<file path="src/cfg_seq_pkg.sv">
// Package with the constants, types and figures of the configuration sequencer.
package cfg_seq_pkg;
   localparam int unsigned data_width      = 32;
   localparam int unsigned fifo_depth      = 16;
   localparam int unsigned count_width     = 16;
   localparam logic [15:0] init_done_delay = 16'h0008;
   localparam logic [15:0] reinit_cycles   = 16'h0004;

   typedef enum logic [0:0] {
      link_init_mode,
      link_update_mode
   } boot_mode_type;

   typedef enum {
      load_memory,
      link_training,
      core_load,
      initializing,
      user_mode,
      reinit_fabric
   } seq_state_type;
endpackage

</file>
<file path="src/image_stream_if.sv">
// Interface that carries image words between the sequencer and the image buffer.
`timescale 1ns/1ps
`default_nettype none
interface image_stream_if;
   logic [cfg_seq_pkg::data_width-1:0] data;
   logic                               valid;
   logic                               ready;
   logic                               last;

   modport source (output data, output valid, output last, input ready);
   modport sink   (input data, input valid, input last, output ready);
endinterface
`default_nettype wire

</file>
<file path="src/image_fifo.sv">
// Parameterised flip-flop FIFO with valid and ready on both sides.
`timescale 1ns/1ps
`default_nettype none
module image_fifo #(
   parameter int unsigned width = 32,
   parameter int unsigned depth = 16
) (
   input  wire logic             clock,
   input  wire logic             reset_n,
   input  wire logic             flush,
   image_stream_if.sink          in_port,
   image_stream_if.source        out_port
);
   localparam int unsigned aw = $clog2(depth);

   logic [width:0]  store_reg [depth];
   logic [aw-1:0]   wr_ptr_reg;
   logic [aw-1:0]   rd_ptr_reg;
   logic [aw:0]     count_reg;
   logic            push;
   logic            pop;

   // The last flag rides in the top bit of each stored word.
   // The count is one bit wider than the pointers, so full is compared at that width.
   assign in_port.ready  = (count_reg != (aw + 1)'(depth)) && !flush;
   assign out_port.valid = (count_reg != '0);
   assign out_port.data  = store_reg[rd_ptr_reg][width-1:0];
   assign out_port.last  = store_reg[rd_ptr_reg][width];
   assign push = in_port.valid && in_port.ready;
   assign pop  = out_port.valid && out_port.ready;

   always_ff @(posedge clock) begin
      if (push) begin
         store_reg[wr_ptr_reg] <= {in_port.last, in_port.data};
      end
   end

   always_ff @(posedge clock) begin
      if (!reset_n || flush) begin
         wr_ptr_reg <= '0;
         rd_ptr_reg <= '0;
         count_reg  <= '0;
      end else begin
         if (push) begin
            wr_ptr_reg <= (wr_ptr_reg == aw'(depth - 1)) ? '0 : wr_ptr_reg + 1'b1;
         end
         if (pop) begin
            rd_ptr_reg <= (rd_ptr_reg == aw'(depth - 1)) ? '0 : rd_ptr_reg + 1'b1;
         end
         count_reg <= count_reg + (aw + 1)'(push) - (aw + 1)'(pop);
      end
   end

   fifo_no_overflow_a: assert property (@(posedge clock) disable iff (!reset_n)
      count_reg <= (aw + 1)'(depth)) else $error("Image FIFO count above depth.");
endmodule
`default_nettype wire

</file>
<file path="src/fabric_writer.sv">
// Writes buffered core image words into the configuration RAM cells.
`timescale 1ns/1ps
`default_nettype none
module fabric_writer (
   input  wire logic                             clock,
   input  wire logic                             reset_n,
   input  wire logic                             enable,
   image_stream_if.sink                          words,
   output logic                                  cell_write,
   output logic [cfg_seq_pkg::data_width-1:0]    cell_data,
   output logic                                  image_done
);
   // The writer drains every cycle while enabled, so the FIFO never holds more than one word.
   assign words.ready = enable;

   always_ff @(posedge clock) begin
      if (!reset_n) begin
         cell_write <= 1'b0;
         cell_data  <= '0;
         image_done <= 1'b0;
      end else begin
         cell_write <= words.valid && enable;
         if (words.valid && enable) begin
            cell_data <= words.data;
         end
         image_done <= words.valid && enable && words.last;
      end
   end
endmodule
`default_nettype wire

</file>
<file path="src/cfg_sequencer.sv">
// Configuration sequencer: periphery load, link training gate and core image loads.
//
// Contract
// - Init mode loads periphery from memory.
// - Init mode core image arrives over link.
// - Periphery flag high, then link training starts.
// - Training done puts link in L0.
// - Core image loaded raises core complete.
// - Full configuration enters user mode, init done.
// - Update mode loads whole image from memory.
// - Update mode raises periphery flag after load.
// - User mode serves traffic, accepts update trigger.
// - Update start pulls core complete low.
// - Update reinitialises fabric, then reprograms it.
// - Restart and status pins stay high during update.
// - Update end raises core complete, user mode.
// - One design uses one mode only.
// - Only reconfigurable core region is rewritten live.
// - Reconfigurable region holds only fabric cells.
// - Periphery image unchanged across core updates.
// - Core complete low during any core load.
`timescale 1ns/1ps
`default_nettype none
module cfg_sequencer (
   input  wire logic                             clock,
   input  wire logic                             reset_n,
   input  wire logic                             mode_update,
   input  wire logic                             init_done_enable,
   input  wire logic                             memory_load_done,
   output logic                                  memory_load_start,
   output logic                                  link_training_enable,
   input  wire logic                             link_training_done,
   output logic                                  link_in_l0,
   input  wire logic                             update_request,
   input  wire logic [cfg_seq_pkg::data_width-1:0] image_data,
   input  wire logic                             image_valid,
   input  wire logic                             image_last,
   output logic                                  image_ready,
   output logic                                  cell_write,
   output logic [cfg_seq_pkg::data_width-1:0]    cell_data,
   output logic                                  fabric_reinit,
   output logic                                  periphery_config_complete,
   output logic                                  core_config_complete,
   output logic                                  init_done,
   output logic                                  user_mode_active,
   output logic                                  config_restart_n_out,
   output logic                                  config_restart_n_oe,
   output logic                                  config_status_n_out,
   output logic                                  config_status_n_oe
);
   cfg_seq_pkg::seq_state_type  state_reg;
   cfg_seq_pkg::boot_mode_type  mode_reg;
   logic [1:0]                  load_done_sync_reg;
   logic [1:0]                  train_done_sync_reg;
   logic [1:0]                  update_sync_reg;
   logic                        update_seen_reg;
   logic [15:0]                 count_reg;
   logic                        image_done;
   logic                        load_done;
   logic                        train_done;
   logic                        update_edge;
   logic                        init_done_enable_q;
   logic                        user_mode_active_q;

   image_stream_if host_words ();
   image_stream_if cell_words ();

   // External status inputs cross in from other logic through two flip-flops.
   always_ff @(posedge clock) begin
      if (!reset_n) begin
         load_done_sync_reg  <= '0;
         train_done_sync_reg <= '0;
         update_sync_reg     <= '0;
      end else begin
         load_done_sync_reg  <= {load_done_sync_reg[0], memory_load_done};
         train_done_sync_reg <= {train_done_sync_reg[0], link_training_done};
         update_sync_reg     <= {update_sync_reg[0], update_request};
      end
   end
   assign load_done  = load_done_sync_reg[1];
   assign train_done = train_done_sync_reg[1];

   // The request is edge detected on the synchronised copy only.
   always_ff @(posedge clock) begin
      if (!reset_n) begin
         update_seen_reg <= 1'b0;
      end else begin
         update_seen_reg <= update_sync_reg[1];
      end
   end
   assign update_edge = update_sync_reg[1] && !update_seen_reg;

   // The mode strap is sampled every cycle in load_memory until the load is done, then held, so one design keeps one mode.
   always_ff @(posedge clock) begin
      if (!reset_n) begin
         mode_reg <= cfg_seq_pkg::link_init_mode;
      end else if (state_reg == cfg_seq_pkg::load_memory && !load_done) begin
         mode_reg <= mode_update ? cfg_seq_pkg::link_update_mode
                                 : cfg_seq_pkg::link_init_mode;
      end
   end

   always_ff @(posedge clock) begin
      if (!reset_n) begin
         state_reg <= cfg_seq_pkg::load_memory;
      end else begin
         unique case (state_reg)
            cfg_seq_pkg::load_memory: begin
               if (load_done) begin
                  // Update mode brings the whole image, so link and core are live at once.
                  state_reg <= (mode_reg == cfg_seq_pkg::link_update_mode)
                     ? cfg_seq_pkg::initializing : cfg_seq_pkg::link_training;
               end
            end
            cfg_seq_pkg::link_training: begin
               if (train_done) begin
                  state_reg <= cfg_seq_pkg::core_load;
               end
            end
            cfg_seq_pkg::core_load: begin
               if (image_done) begin
                  state_reg <= cfg_seq_pkg::initializing;
               end
            end
            cfg_seq_pkg::initializing: begin
               if (count_reg == cfg_seq_pkg::init_done_delay) begin
                  state_reg <= cfg_seq_pkg::user_mode;
               end
            end
            cfg_seq_pkg::user_mode: begin
               if (update_edge) begin
                  state_reg <= cfg_seq_pkg::reinit_fabric;
               end
            end
            cfg_seq_pkg::reinit_fabric: begin
               if (count_reg == cfg_seq_pkg::reinit_cycles) begin
                  state_reg <= cfg_seq_pkg::core_load;
               end
            end
         endcase
      end
   end

   always_ff @(posedge clock) begin
      if (!reset_n) begin
         count_reg <= '0;
      end else if (state_reg == cfg_seq_pkg::initializing
                   || state_reg == cfg_seq_pkg::reinit_fabric) begin
         count_reg <= count_reg + 16'h0001;
      end else begin
         count_reg <= '0;
      end
   end

   always_ff @(posedge clock) begin
      if (!reset_n) begin
         memory_load_start         <= 1'b0;
         periphery_config_complete <= 1'b0;
         link_training_enable      <= 1'b0;
         link_in_l0                <= 1'b0;
      end else begin
         memory_load_start <= (state_reg == cfg_seq_pkg::load_memory) && !load_done;
         // The flag never drops again, since core updates leave the periphery alone.
         if (state_reg == cfg_seq_pkg::load_memory && load_done) begin
            periphery_config_complete <= 1'b1;
         end
         // Training only starts once the periphery flag is visible.
         link_training_enable <= periphery_config_complete;
         if (periphery_config_complete && (train_done
             || mode_reg == cfg_seq_pkg::link_update_mode)) begin
            link_in_l0 <= 1'b1;
         end
      end
   end

   always_ff @(posedge clock) begin
      if (!reset_n) begin
         core_config_complete <= 1'b0;
         init_done            <= 1'b0;
         user_mode_active     <= 1'b0;
         fabric_reinit        <= 1'b0;
      end else begin
         if (state_reg == cfg_seq_pkg::reinit_fabric
             || state_reg == cfg_seq_pkg::core_load) begin
            core_config_complete <= 1'b0;
         end else if (state_reg == cfg_seq_pkg::initializing
                      || state_reg == cfg_seq_pkg::user_mode) begin
            core_config_complete <= 1'b1;
         end
         init_done        <= init_done_enable && state_reg == cfg_seq_pkg::user_mode;
         user_mode_active <= state_reg == cfg_seq_pkg::user_mode;
         fabric_reinit    <= state_reg == cfg_seq_pkg::reinit_fabric;
      end
   end

   // Restart and status pins are released high; low enable would mean driving them.
   assign config_restart_n_out = 1'b1;
   assign config_restart_n_oe  = 1'b1;
   assign config_status_n_out  = 1'b1;
   assign config_status_n_oe   = 1'b1;

   // Only core words enter the fabric path; periphery never passes through here.
   assign host_words.data  = image_data;
   assign host_words.valid = image_valid && state_reg == cfg_seq_pkg::core_load;
   assign host_words.last  = image_last;
   assign image_ready      = host_words.ready && state_reg == cfg_seq_pkg::core_load;

   image_fifo #(
      .width (cfg_seq_pkg::data_width),
      .depth (cfg_seq_pkg::fifo_depth)
   ) fifo_inst (
      .clock    (clock),
      .reset_n  (reset_n),
      .flush    (state_reg == cfg_seq_pkg::reinit_fabric),
      .in_port  (host_words),
      .out_port (cell_words)
   );

   fabric_writer writer_inst (
      .clock      (clock),
      .reset_n    (reset_n),
      .enable     (state_reg == cfg_seq_pkg::core_load),
      .words      (cell_words),
      .cell_write (cell_write),
      .cell_data  (cell_data),
      .image_done (image_done)
   );

   training_gate_a: assert property (@(posedge clock) disable iff (!reset_n)
      link_training_enable |-> $past(periphery_config_complete))
      else $error("Training enabled before periphery flag.");
   core_low_load_a: assert property (@(posedge clock) disable iff (!reset_n)
      (state_reg == cfg_seq_pkg::core_load) |=> !core_config_complete)
      else $error("Core complete high during core load.");
   update_drops_a: assert property (@(posedge clock) disable iff (!reset_n)
      (state_reg == cfg_seq_pkg::user_mode && update_edge) |=> ##1 !core_config_complete)
      else $error("Core complete not dropped at update.");
   pins_high_a: assert property (@(posedge clock) disable iff (!reset_n)
      config_restart_n_out && config_status_n_out)
      else $error("Restart or status pin low.");
   image_done_a: assert property (@(posedge clock) disable iff (!reset_n)
      (state_reg == cfg_seq_pkg::core_load && image_done) |=> ##1 core_config_complete)
      else $error("Core complete not raised after image.");
   periph_sticky_a: assert property (@(posedge clock) disable iff (!reset_n)
      $past(periphery_config_complete) |-> periphery_config_complete)
      else $error("Periphery flag dropped.");
   init_done_gate_a: assert property (@(posedge clock) disable iff (!reset_n)
      init_done |-> init_done_enable_q && user_mode_active_q)
      else $error("Init done without enable or user mode.");
   reinit_length_a: assert property (@(posedge clock) disable iff (!reset_n)
      $rose(fabric_reinit) |-> fabric_reinit [*5] ##1 !fabric_reinit)
      else $error("Fabric reinit length wrong.");
   update_l0_a: assert property (@(posedge clock) disable iff (!reset_n)
      (mode_reg == cfg_seq_pkg::link_update_mode && user_mode_active) |-> link_in_l0)
      else $error("Update mode user state without link.");

   always_ff @(posedge clock) begin
      init_done_enable_q <= init_done_enable;
      user_mode_active_q <= state_reg == cfg_seq_pkg::user_mode;
   end

   boot_init_c: cover property (@(posedge clock) disable iff (!reset_n)
      mode_reg == cfg_seq_pkg::link_init_mode && $rose(user_mode_active));
   boot_update_c: cover property (@(posedge clock) disable iff (!reset_n)
      mode_reg == cfg_seq_pkg::link_update_mode && $rose(user_mode_active));
   core_update_c: cover property (@(posedge clock) disable iff (!reset_n)
      $fell(fabric_reinit));
   fifo_full_c: cover property (@(posedge clock) disable iff (!reset_n)
      image_valid && !image_ready && state_reg == cfg_seq_pkg::core_load);
endmodule
`default_nettype wire

</file>
<file path="config.mk">
export PLATFORM = sky130hd
export DESIGN_NAME = cfg_sequencer
export DESIGN_NICKNAME = d
export VERILOG_FILES = /design/src/cfg_seq_pkg.sv /design/src/image_stream_if.sv /design/src/image_fifo.sv /design/src/fabric_writer.sv /design/src/cfg_sequencer.sv
export SDC_FILE = /design/constraint.sdc
export NUM_CORES = 1
export LEC_CHECK = 0
export BUFFER_PORTS_ARGS = -buffer_cell sky130_fd_sc_hd__buf_2
export CAP_MARGIN = 10
export CELL_PAD_IN_SITES_DETAIL_PLACEMENT = 1
export CELL_PAD_IN_SITES_GLOBAL_PLACEMENT = 2
export CORE_MARGIN = 8
export CORE_UTILIZATION = 52
export DETAILED_ROUTE_END_ITERATION = 8
export MAX_ROUTING_LAYER = met4
export PLACE_DENSITY = 0.95
export SLEW_MARGIN = 10
export SYNTH_ARGS = -nofsm -noshare
export SYNTH_HDL_FRONTEND = slang
export SYNTH_HIERARCHICAL = 1
export SYNTH_SLANG_ARGS = --single-unit
</file>
<file path="constraint.sdc">
create_clock -name clock -period 9.45 [get_ports clock]
set_input_delay 0.945 -clock clock [delete_from_list [all_inputs] [get_ports clock]]
set_output_delay 0.945 -clock clock [all_outputs]
set_load 0.02 [all_outputs]
</file>
==> results.sh, run 1 <==
export IMPL_grt_setup_unrepaired="no"
export IMPL_crit_family="simple AND/OR/NAND/NOR gates"
export IMPL_multiInputGateArea_sq_um=5670
export IMPL_avgViaCountPerCell=6.35
export IMPL_cts_resized=0
export IMPL_synthCells=1240
export IMPL_synth_area_sq_um=23800
export IMPL_drc=0
export IMPL_design_power_total_w=0.00628
export IMPL_period_share_pct=37.5
export IMPL_crit_chain="nor2_1 -> and2_2 -> buf_4 -> nand2_1 -> inv_1 -> ha_1 -> inv_1 -> ha_1 -> inv_1 -> fa_1 -> nand2b_1 -> a21oi_1 -> o21ai_0 -> nor3b_1"
export IMPL_post_route_min_period_ps=3540
export IMPL_initial_utilization_pct=52.5
export IMPL_fin_skew_ps=44.6
export IMPL_grt_use_total_pct=23.8
export IMPL_wirelength_um=61700
export IMPL_io_buffers=82
export IMPL_cts_setup_buffers=0
export IMPL_rows=78
export IMPL_synth_compound_gate_area_share_pct=4.21
export IMPL_final_hold_violation_count=0
export IMPL_worst_ep_required_time_ps=9930
export IMPL_ys_seq_elements=614
export IMPL_grt_pass1_vias=13700
export IMPL_wl_per_cell_um=31.1
export IMPL_utilization_pct=59.2
export IMPL_cts_tree="built"
export IMPL_powerDensity_nw_per_um2=234
export IMPL_status="finished, final reports clean"
export IMPL_yosysSeqAreaShare_pct=73.9
export IMPL_worstSkewPairLatency_ps=650
export IMPL_clk_pin_slew_ps=60
export IMPL_p_leak_nw=8.72
export IMPL_synth_xor_area_share_pct=0.663
export IMPL_synth_flop_cell="edfxtp_1"
export IMPL_htree_levels=2
export IMPL_gr_total_overflow=0
export IMPL_crit_top_cell="inv_1"
export IMPL_synth_cell_types=58
export IMPL_synthMuxAreaShare_pct=13.0
export IMPL_cts_buffers=59
export IMPL_cts_root_buf="clkbuf_16"
export IMPL_min_path_type="flop to flop"
export IMPL_worst_pin_slew_ps=1150
export IMPL_grt_pass1_wl_um=90900
export IMPL_cts_sinks=614
export IMPL_syn_avg_cell_area_sq_um=19.2
export IMPL_final_layout_size_suffix_gt1_share_pct=27.4
export IMPL_fin_nets=1385
export IMPL_setup_viol=0
export IMPL_ant_nets=0
export IMPL_largest_register_ffs=528
export IMPL_arrival_ps=4020
export IMPL_start_kind="flop"
export IMPL_synth_top_family_by_area="multiplexers"
export IMPL_cap_viol_max_count=0
export IMPL_fill_cells=3946
export IMPL_ir_worst_vdd_mv=0.166
export IMPL_synth_edf_count=528
export IMPL_dr_pass1_iters=5
export IMPL_slew_violations=0
export IMPL_antenna_found_initial=4
export IMPL_die_width_um=230
export IMPL_synth_fa_ha_area_share_pct=0.768
export IMPL_gp_congestion=0.716
export IMPL_tns_ps=0
export IMPL_holdWs_ps=434
export IMPL_place_hpwl_um=30500
export IMPL_synthToLayoutAreaGrowth_pct=12.7
export IMPL_crit_slowest_cell="buf_4"
export IMPL_synthArstFlopShare_pct=0
export IMPL_die_area_sq_um=52800
export IMPL_cts_hold_fix_buffers=0
export IMPL_fmax_mhz=282
export IMPL_die_h_um=230
export IMPL_ctsLongestPathBuffers=3
export IMPL_yosys_warnings=6
export IMPL_grt_max_degree=87
export IMPL_ioPinCount=87
export IMPL_endpoint_kind="flop"
export IMPL_relSlewSlack_pct=22.5
export IMPL_first_iter_violations=1317
export IMPL_cp_max_fo=38
export IMPL_path_buf_inv=4
export IMPL_slowest_delay_ps=550
export IMPL_via_count=12600
export IMPL_synth_simple_area_share_pct=4.90
export IMPL_critPathKind="flop to flop"
export IMPL_regArea_sq_um=17600
export IMPL_coreArea_sq_um=45300
[path summary, 6_finish.rpt]
path | startpoint | endpoint | slack (ps) | cells past startpoint
setup / recovery | state_reg[2]$_SDFFE_PN0P_ | fifo_inst/count_reg[4]$_SDFF_PP0_ | 5910 | 14
hold / removal | load_done_sync_reg[0]$_SDFF_PN0_ | load_done_sync_reg[1]$_SDFF_PN0_ | 430 | 1
setup reg to reg | state_reg[2]$_SDFFE_PN0P_ | fifo_inst/count_reg[4]$_SDFF_PP0_ | 5910 | 14
hold reg to reg | load_done_sync_reg[0]$_SDFF_PN0_ | load_done_sync_reg[1]$_SDFF_PN0_ | 430 | 1
[synth_stat cells, types with 3 or more instances]
cell type / count / area, sq um
buf_4: 6 / 45.0
nand4_1: 34 / 213
inv_1: 17 / 63.8
buf_12: 9 / 180
edfxtp_1: 528 / 15900
clkbuf_1: 33 / 124
o21ai_1: 4 / 20.0
mux2i_1: 4 / 40.0
a21oi_1: 11 / 55.1
nand2_1: 83 / 312
a22oi_1: 66 / 495
and3_1: 12 / 75.1
o21ai_2: 30 / 263
mux4_2: 114 / 2570
nand3_1: 10 / 50.1
dfxtp_1: 86 / 1720
mux4_1: 18 / 473
nand2b_1: 5 / 31.3
buf_2: 25 / 125
xor2_1: 14 / 123
nor2_1: 29 / 109
nor2b_1: 7 / 43.8
buf_6: 3 / 33.8
ha_1: 13 / 163
nor4b_1: 4 / 35.0
o21ai_0: 7 / 35.0
xnor2_1: 4 / 35.0
and2_1: 23 / 144
buf_1: 4 / 15.0
[power breakdown]
group | switching, W | internal, W
clock | 0.00107 | 0.00152
sequential | 0.0000697 | 0.00299
combinational | 0.000392 | 0.000240
[stage by stage]
| step | cell area, sq um | setup slack, ps | std cells |
|---|---|---|---|
| global route | 26800 | 5670 | 1985 |
| finish | 26800 | 5910 | 1985 |
| global placement | 24700 | 6010 | 1869 |
| floorplan | 23800 | 3890 | 1243 |
| detailed placement | 24700 | 5920 | 1869 |
| CTS | 26800 | 5950 | 1981 |
[layout by cell type, fill, tap and decap left out, types with 26 or more instances in the layout]
cell type  instances
edfxtp_1         528
buf_4             26
mux4_2           114
nor2_1            28
buf_2             82
clkbuf_16         59
dfxtp_1           84
a22oi_1           66
nand4_1           34
o21ai_2           30
nand2_1           83
[cells by family after synthesis]
kind of cell,after synthesis
xor+xnor,18
flops,614
other cells,1
compound gates,132
buf+inv,99
simple gates,226
fa+ha+maj,14
mux,136
[final cells by class]
type                            instances  area share (%)
Timing Repair Buffer                  108            2.26
Sequential cell                       614            65.6
Clock inverter                         49            2.35
Inverter                               17           0.238
Tap cell                              600            2.80
Multi-Input combinational cell        530            21.1
Clock buffer                           63            5.60
Antenna cell                            4          0.0373
[layer usage]
layer	GRT usage, %	wire length [um]
met2	39.6	31600
met4	8.39	1780
met5	-	0
met1	29.0	23300
met3	4.75	4970
[worst reg2reg max path, cell delays in order, from the launching register on]
cell and delay [ps]:
dfxtp_1 460, nor2_1 220, and2_2 160, buf_4 550, nand2_1 310, inv_1 130
ha_1 240, inv_1 70, ha_1 180, inv_1 80, fa_1 430, nand2b_1 160
a21oi_1 190, o21ai_0 90, nor3b_1 140
Note: power is estimated with default switching activity, not from simulation.
==> run 2: changes to the inputs <==
- ABC_AREA: not set -> 1
- CORE_UTILIZATION: 52 -> 37
- PLACE_DENSITY: 0.95 -> 0.85
- clock period: 9.45 -> 3.2 ns (I/O delays scaled with it)
==> run 2 against run 1 <==
  * Largest power group unchanged
  * Fmax up 32%
  * Highest routed layer unchanged
  * Wire length up 16%
  * Design area up 11%
  * First-iteration DRC count down 8.0%
  * Hold slack worse by 340 ps
  * Clock skew down 27 ps
  * Critical path type unchanged
  * Non-clock buffer count up 17
  * Register-to-register slack worse by 5400 ps
  * Critical endpoint unchanged
  * Combinational power rose to 6.9 times the previous value
  * Synthesized cell count up 100%
==> results.sh, run 2 <==
export IMPL_status="finished, final reports clean"
export IMPL_cts_buffers=68
export IMPL_tns_ps=0
export IMPL_slew_violations=0
export IMPL_final_common_cell="nand2_1"
export IMPL_final_hold_violation_count=0
export IMPL_holdWs_ps=93.7
export IMPL_place_hpwl_um=37600
export IMPL_min_path_type="primary input to flop"
export IMPL_final_cell_mix="762 x nand2_1, 528 x edfxtp_1, 309 x nand3_1"
export IMPL_yosys_warnings=6
export IMPL_initial_utilization_pct=37.3
export IMPL_wl_per_cell_um=19.9
export IMPL_grt_pass1_wl_um=110000
export IMPL_period_share_pct=84.0
export IMPL_critPathKind="flop to flop"
export IMPL_relSlewSlack_pct=30.8
export IMPL_cts_root_buf="clkbuf_16"
export IMPL_synth_edf_count=528
export IMPL_cts_setup_buffers=0
export IMPL_crit_path_start="state_reg[2]$_SDFFE_PN0P_"
export IMPL_yosysTopAreaCell="edfxtp_1"
export IMPL_fin_nets=2657
export IMPL_clk_pin_slew_ps=60
export IMPL_dr_pass1_iters=5
export IMPL_die_area_sq_um=79300
export IMPL_synth_top_area_share_pct=60.8
export IMPL_coreArea_sq_um=69900
export IMPL_synth_flop_cell="edfxtp_1"
export IMPL_fmax_mhz=372
export IMPL_grt_setup_unrepaired="no"
export IMPL_fin_area_sq_um=29800
export IMPL_ant_nets=0
export IMPL_utilization_pct=42.6
export IMPL_synthCells=2533
export IMPL_ir_worst_vdd_mv=0.404
export IMPL_antenna_found_initial=6
export IMPL_r2r_start="state_reg[2]$_SDFFE_PN0P_"
export IMPL_via_count=18000
export IMPL_synth_area_sq_um=26100
export IMPL_placedInstanceArea_sq_um=27600
export IMPL_synthTopCellsByArea="edfxtp_1 61%, nand2_1 11%, dfxtp_1 6.6%, nand3_1 5.9%, nor2_1 3.7%"
export IMPL_p_leak_nw=11.9
export IMPL_htree_levels=3
export IMPL_synth_most_common_cell="nand2_1"
export IMPL_grt_pass1_vias=19400
export IMPL_grt_use_total_pct=18.5
export IMPL_worstReg2RegEnd="fifo_inst/count_reg[4]$_SDFF_PP0_"
export IMPL_setup_viol=0
export IMPL_cp_max_fo=8
export IMPL_ys_seq_elements=614
export IMPL_first_iter_violations=1212
export IMPL_io_buffers=82
export IMPL_cts_tree="built"
export IMPL_cts_sinks=614
export IMPL_synth_cell_types=42
export IMPL_endpoint_kind="flop"
export IMPL_synthArstFlopShare_pct=0
export IMPL_ioPinCount=87
export IMPL_worst_pin_slew_ps=1040
export IMPL_synth_common_cells="763 x nand2_1, 528 x edfxtp_1, 309 x nand3_1"
export IMPL_gp_congestion=0.770
export IMPL_grt_max_degree=151
export IMPL_rrSetupSlack_ps=510
export IMPL_ff2ff_path_depth=14
export IMPL_yosysSeqAreaShare_pct=67.4
export IMPL_fin_skew_ps=17.1
export IMPL_ctsLongestPathBuffers=3
export IMPL_cp_endpoint="fifo_inst/count_reg[4]$_SDFF_PP0_"
export IMPL_drc=0
export IMPL_final_layout_size_suffix_gt1_share_pct=11.4
export IMPL_rows=97
export IMPL_die_width_um=282
export IMPL_largest_register_ffs=528
export IMPL_gr_total_overflow=0
export IMPL_wirelength_um=71700
export IMPL_start_kind="flop"
export IMPL_powerDensity_nw_per_um2=707
export IMPL_arrival_ps=3180
export IMPL_synthToLayoutAreaGrowth_pct=14.2
export IMPL_syn_avg_cell_area_sq_um=10.3
export IMPL_avgViaCountPerCell=5.00
export IMPL_die_h_um=282
export IMPL_post_route_min_period_ps=2690
export IMPL_worstSkewPairLatency_ps=610
export IMPL_worst_ep_required_time_ps=3700
export IMPL_cap_viol_max_count=0
run 2: changes by cell type in the layout (fill, tap and decap cells not counted), sizes merged, moves of 24 or more:
cell / before / now
nand4: 34 / 4
nor2: 29 / 265
nand3: 10 / 312
nand2: 83 / 767
mux4: 132 / 0
or2: 1 / 67
a22oi: 66 / 0
and2: 24 / 0
inv: 19 / 267
run 2: layout make-up:
class / instances / area [sq um]
inverter: 263 / 1000
fill: 7767 / 40100
antenna: 6 / 15.0
tap: 940 / 1180
multi-input combinational: 1530 / 6820
timing repair buffer: 125 / 1070
sequential: 614 / 17600
clock inverter: 39 / 315
clock buffer: 84 / 1810
run 2: cell families after synthesis:
logic type / Yosys count / synth area share, %
buffers and inverters: 392 / 6.90
other: 1 / 0.0144
adder cells (fa/ha/maj): 14 / 0.700
XOR/XNOR: 4 / 0.134
AO/OA/AOI/OAI: 65 / 1.41
flip-flops: 614 / 67.4
AND/OR/NAND/NOR: 1443 / 23.5
run 2: through the flow:
step,cells,worst slack [ps],power [W]
2_1_floorplan,2536,-641,0.0125
3_3_place_gp,3467,648,0.0135
3_5_place_dp,3467,541,0.0137
4_1_cts,3595,498,0.0213
5_1_grt,3600,233,0.0221
6_report,3601,512,0.0211
run 2: critical path: stages, from the launching register on:
cell and delay [ps]:
dfxtp_1 420, nor2_1 180, nand2_1 110, inv_1 210
nand2_1 150, inv_1 150, ha_1 250, inv_1 60
ha_1 160, inv_1 60, fa_1 410, inv_1 90
nand3_1 110, a21oi_1 160, nor2_1 60
run 2: per-layer routing:
| metal | GRT usage, % | part of all wire (%) |
|---|---|---|
| met5 | - | 0 |
| met2 | 32.4 | 51 |
| met4 | 6.33 | 2.6 |
| met3 | 3.31 | 5.1 |
| met1 | 21.2 | 41 |
run 2: worst min path at each step:
stage                                           from                                   end  slack (ps)  depth (start not counted)
floorplan           load_done_sync_reg[0]$_SDFF_PN0_      load_done_sync_reg[1]$_SDFF_PN0_         390                          2
global placement    load_done_sync_reg[0]$_SDFF_PN0_      load_done_sync_reg[1]$_SDFF_PN0_         390                          2
detailed placement     update_sync_reg[0]$_SDFF_PN0_         update_sync_reg[1]$_SDFF_PN0_         410                          2
CTS                                   image_data[30]  fifo_inst/store_reg[9][30]$_DFFE_PP_          60                          1
global route                          image_data[23]  fifo_inst/store_reg[2][23]$_DFFE_PP_          80                          1
finish                                 image_data[6]   fifo_inst/store_reg[9][6]$_DFFE_PP_          90                          1
run 2: power by group:
group / total, W / switching, W / internal [W]
registers: 0.00915 / 0.000171 / 0.00898
logic: 0.00438 / 0.00304 / 0.00134
clock network: 0.00755 / 0.00318 / 0.00437
run 2: repair_timing:
| action | CTS | global route |
|---|---|---|
| setup endpoints to repair | 0 | 0 |
| endpoints found under the hold margin | 5 | 0 |
| hold buffers | 5 | 0 |
| resized for setup | 0 | 0 |
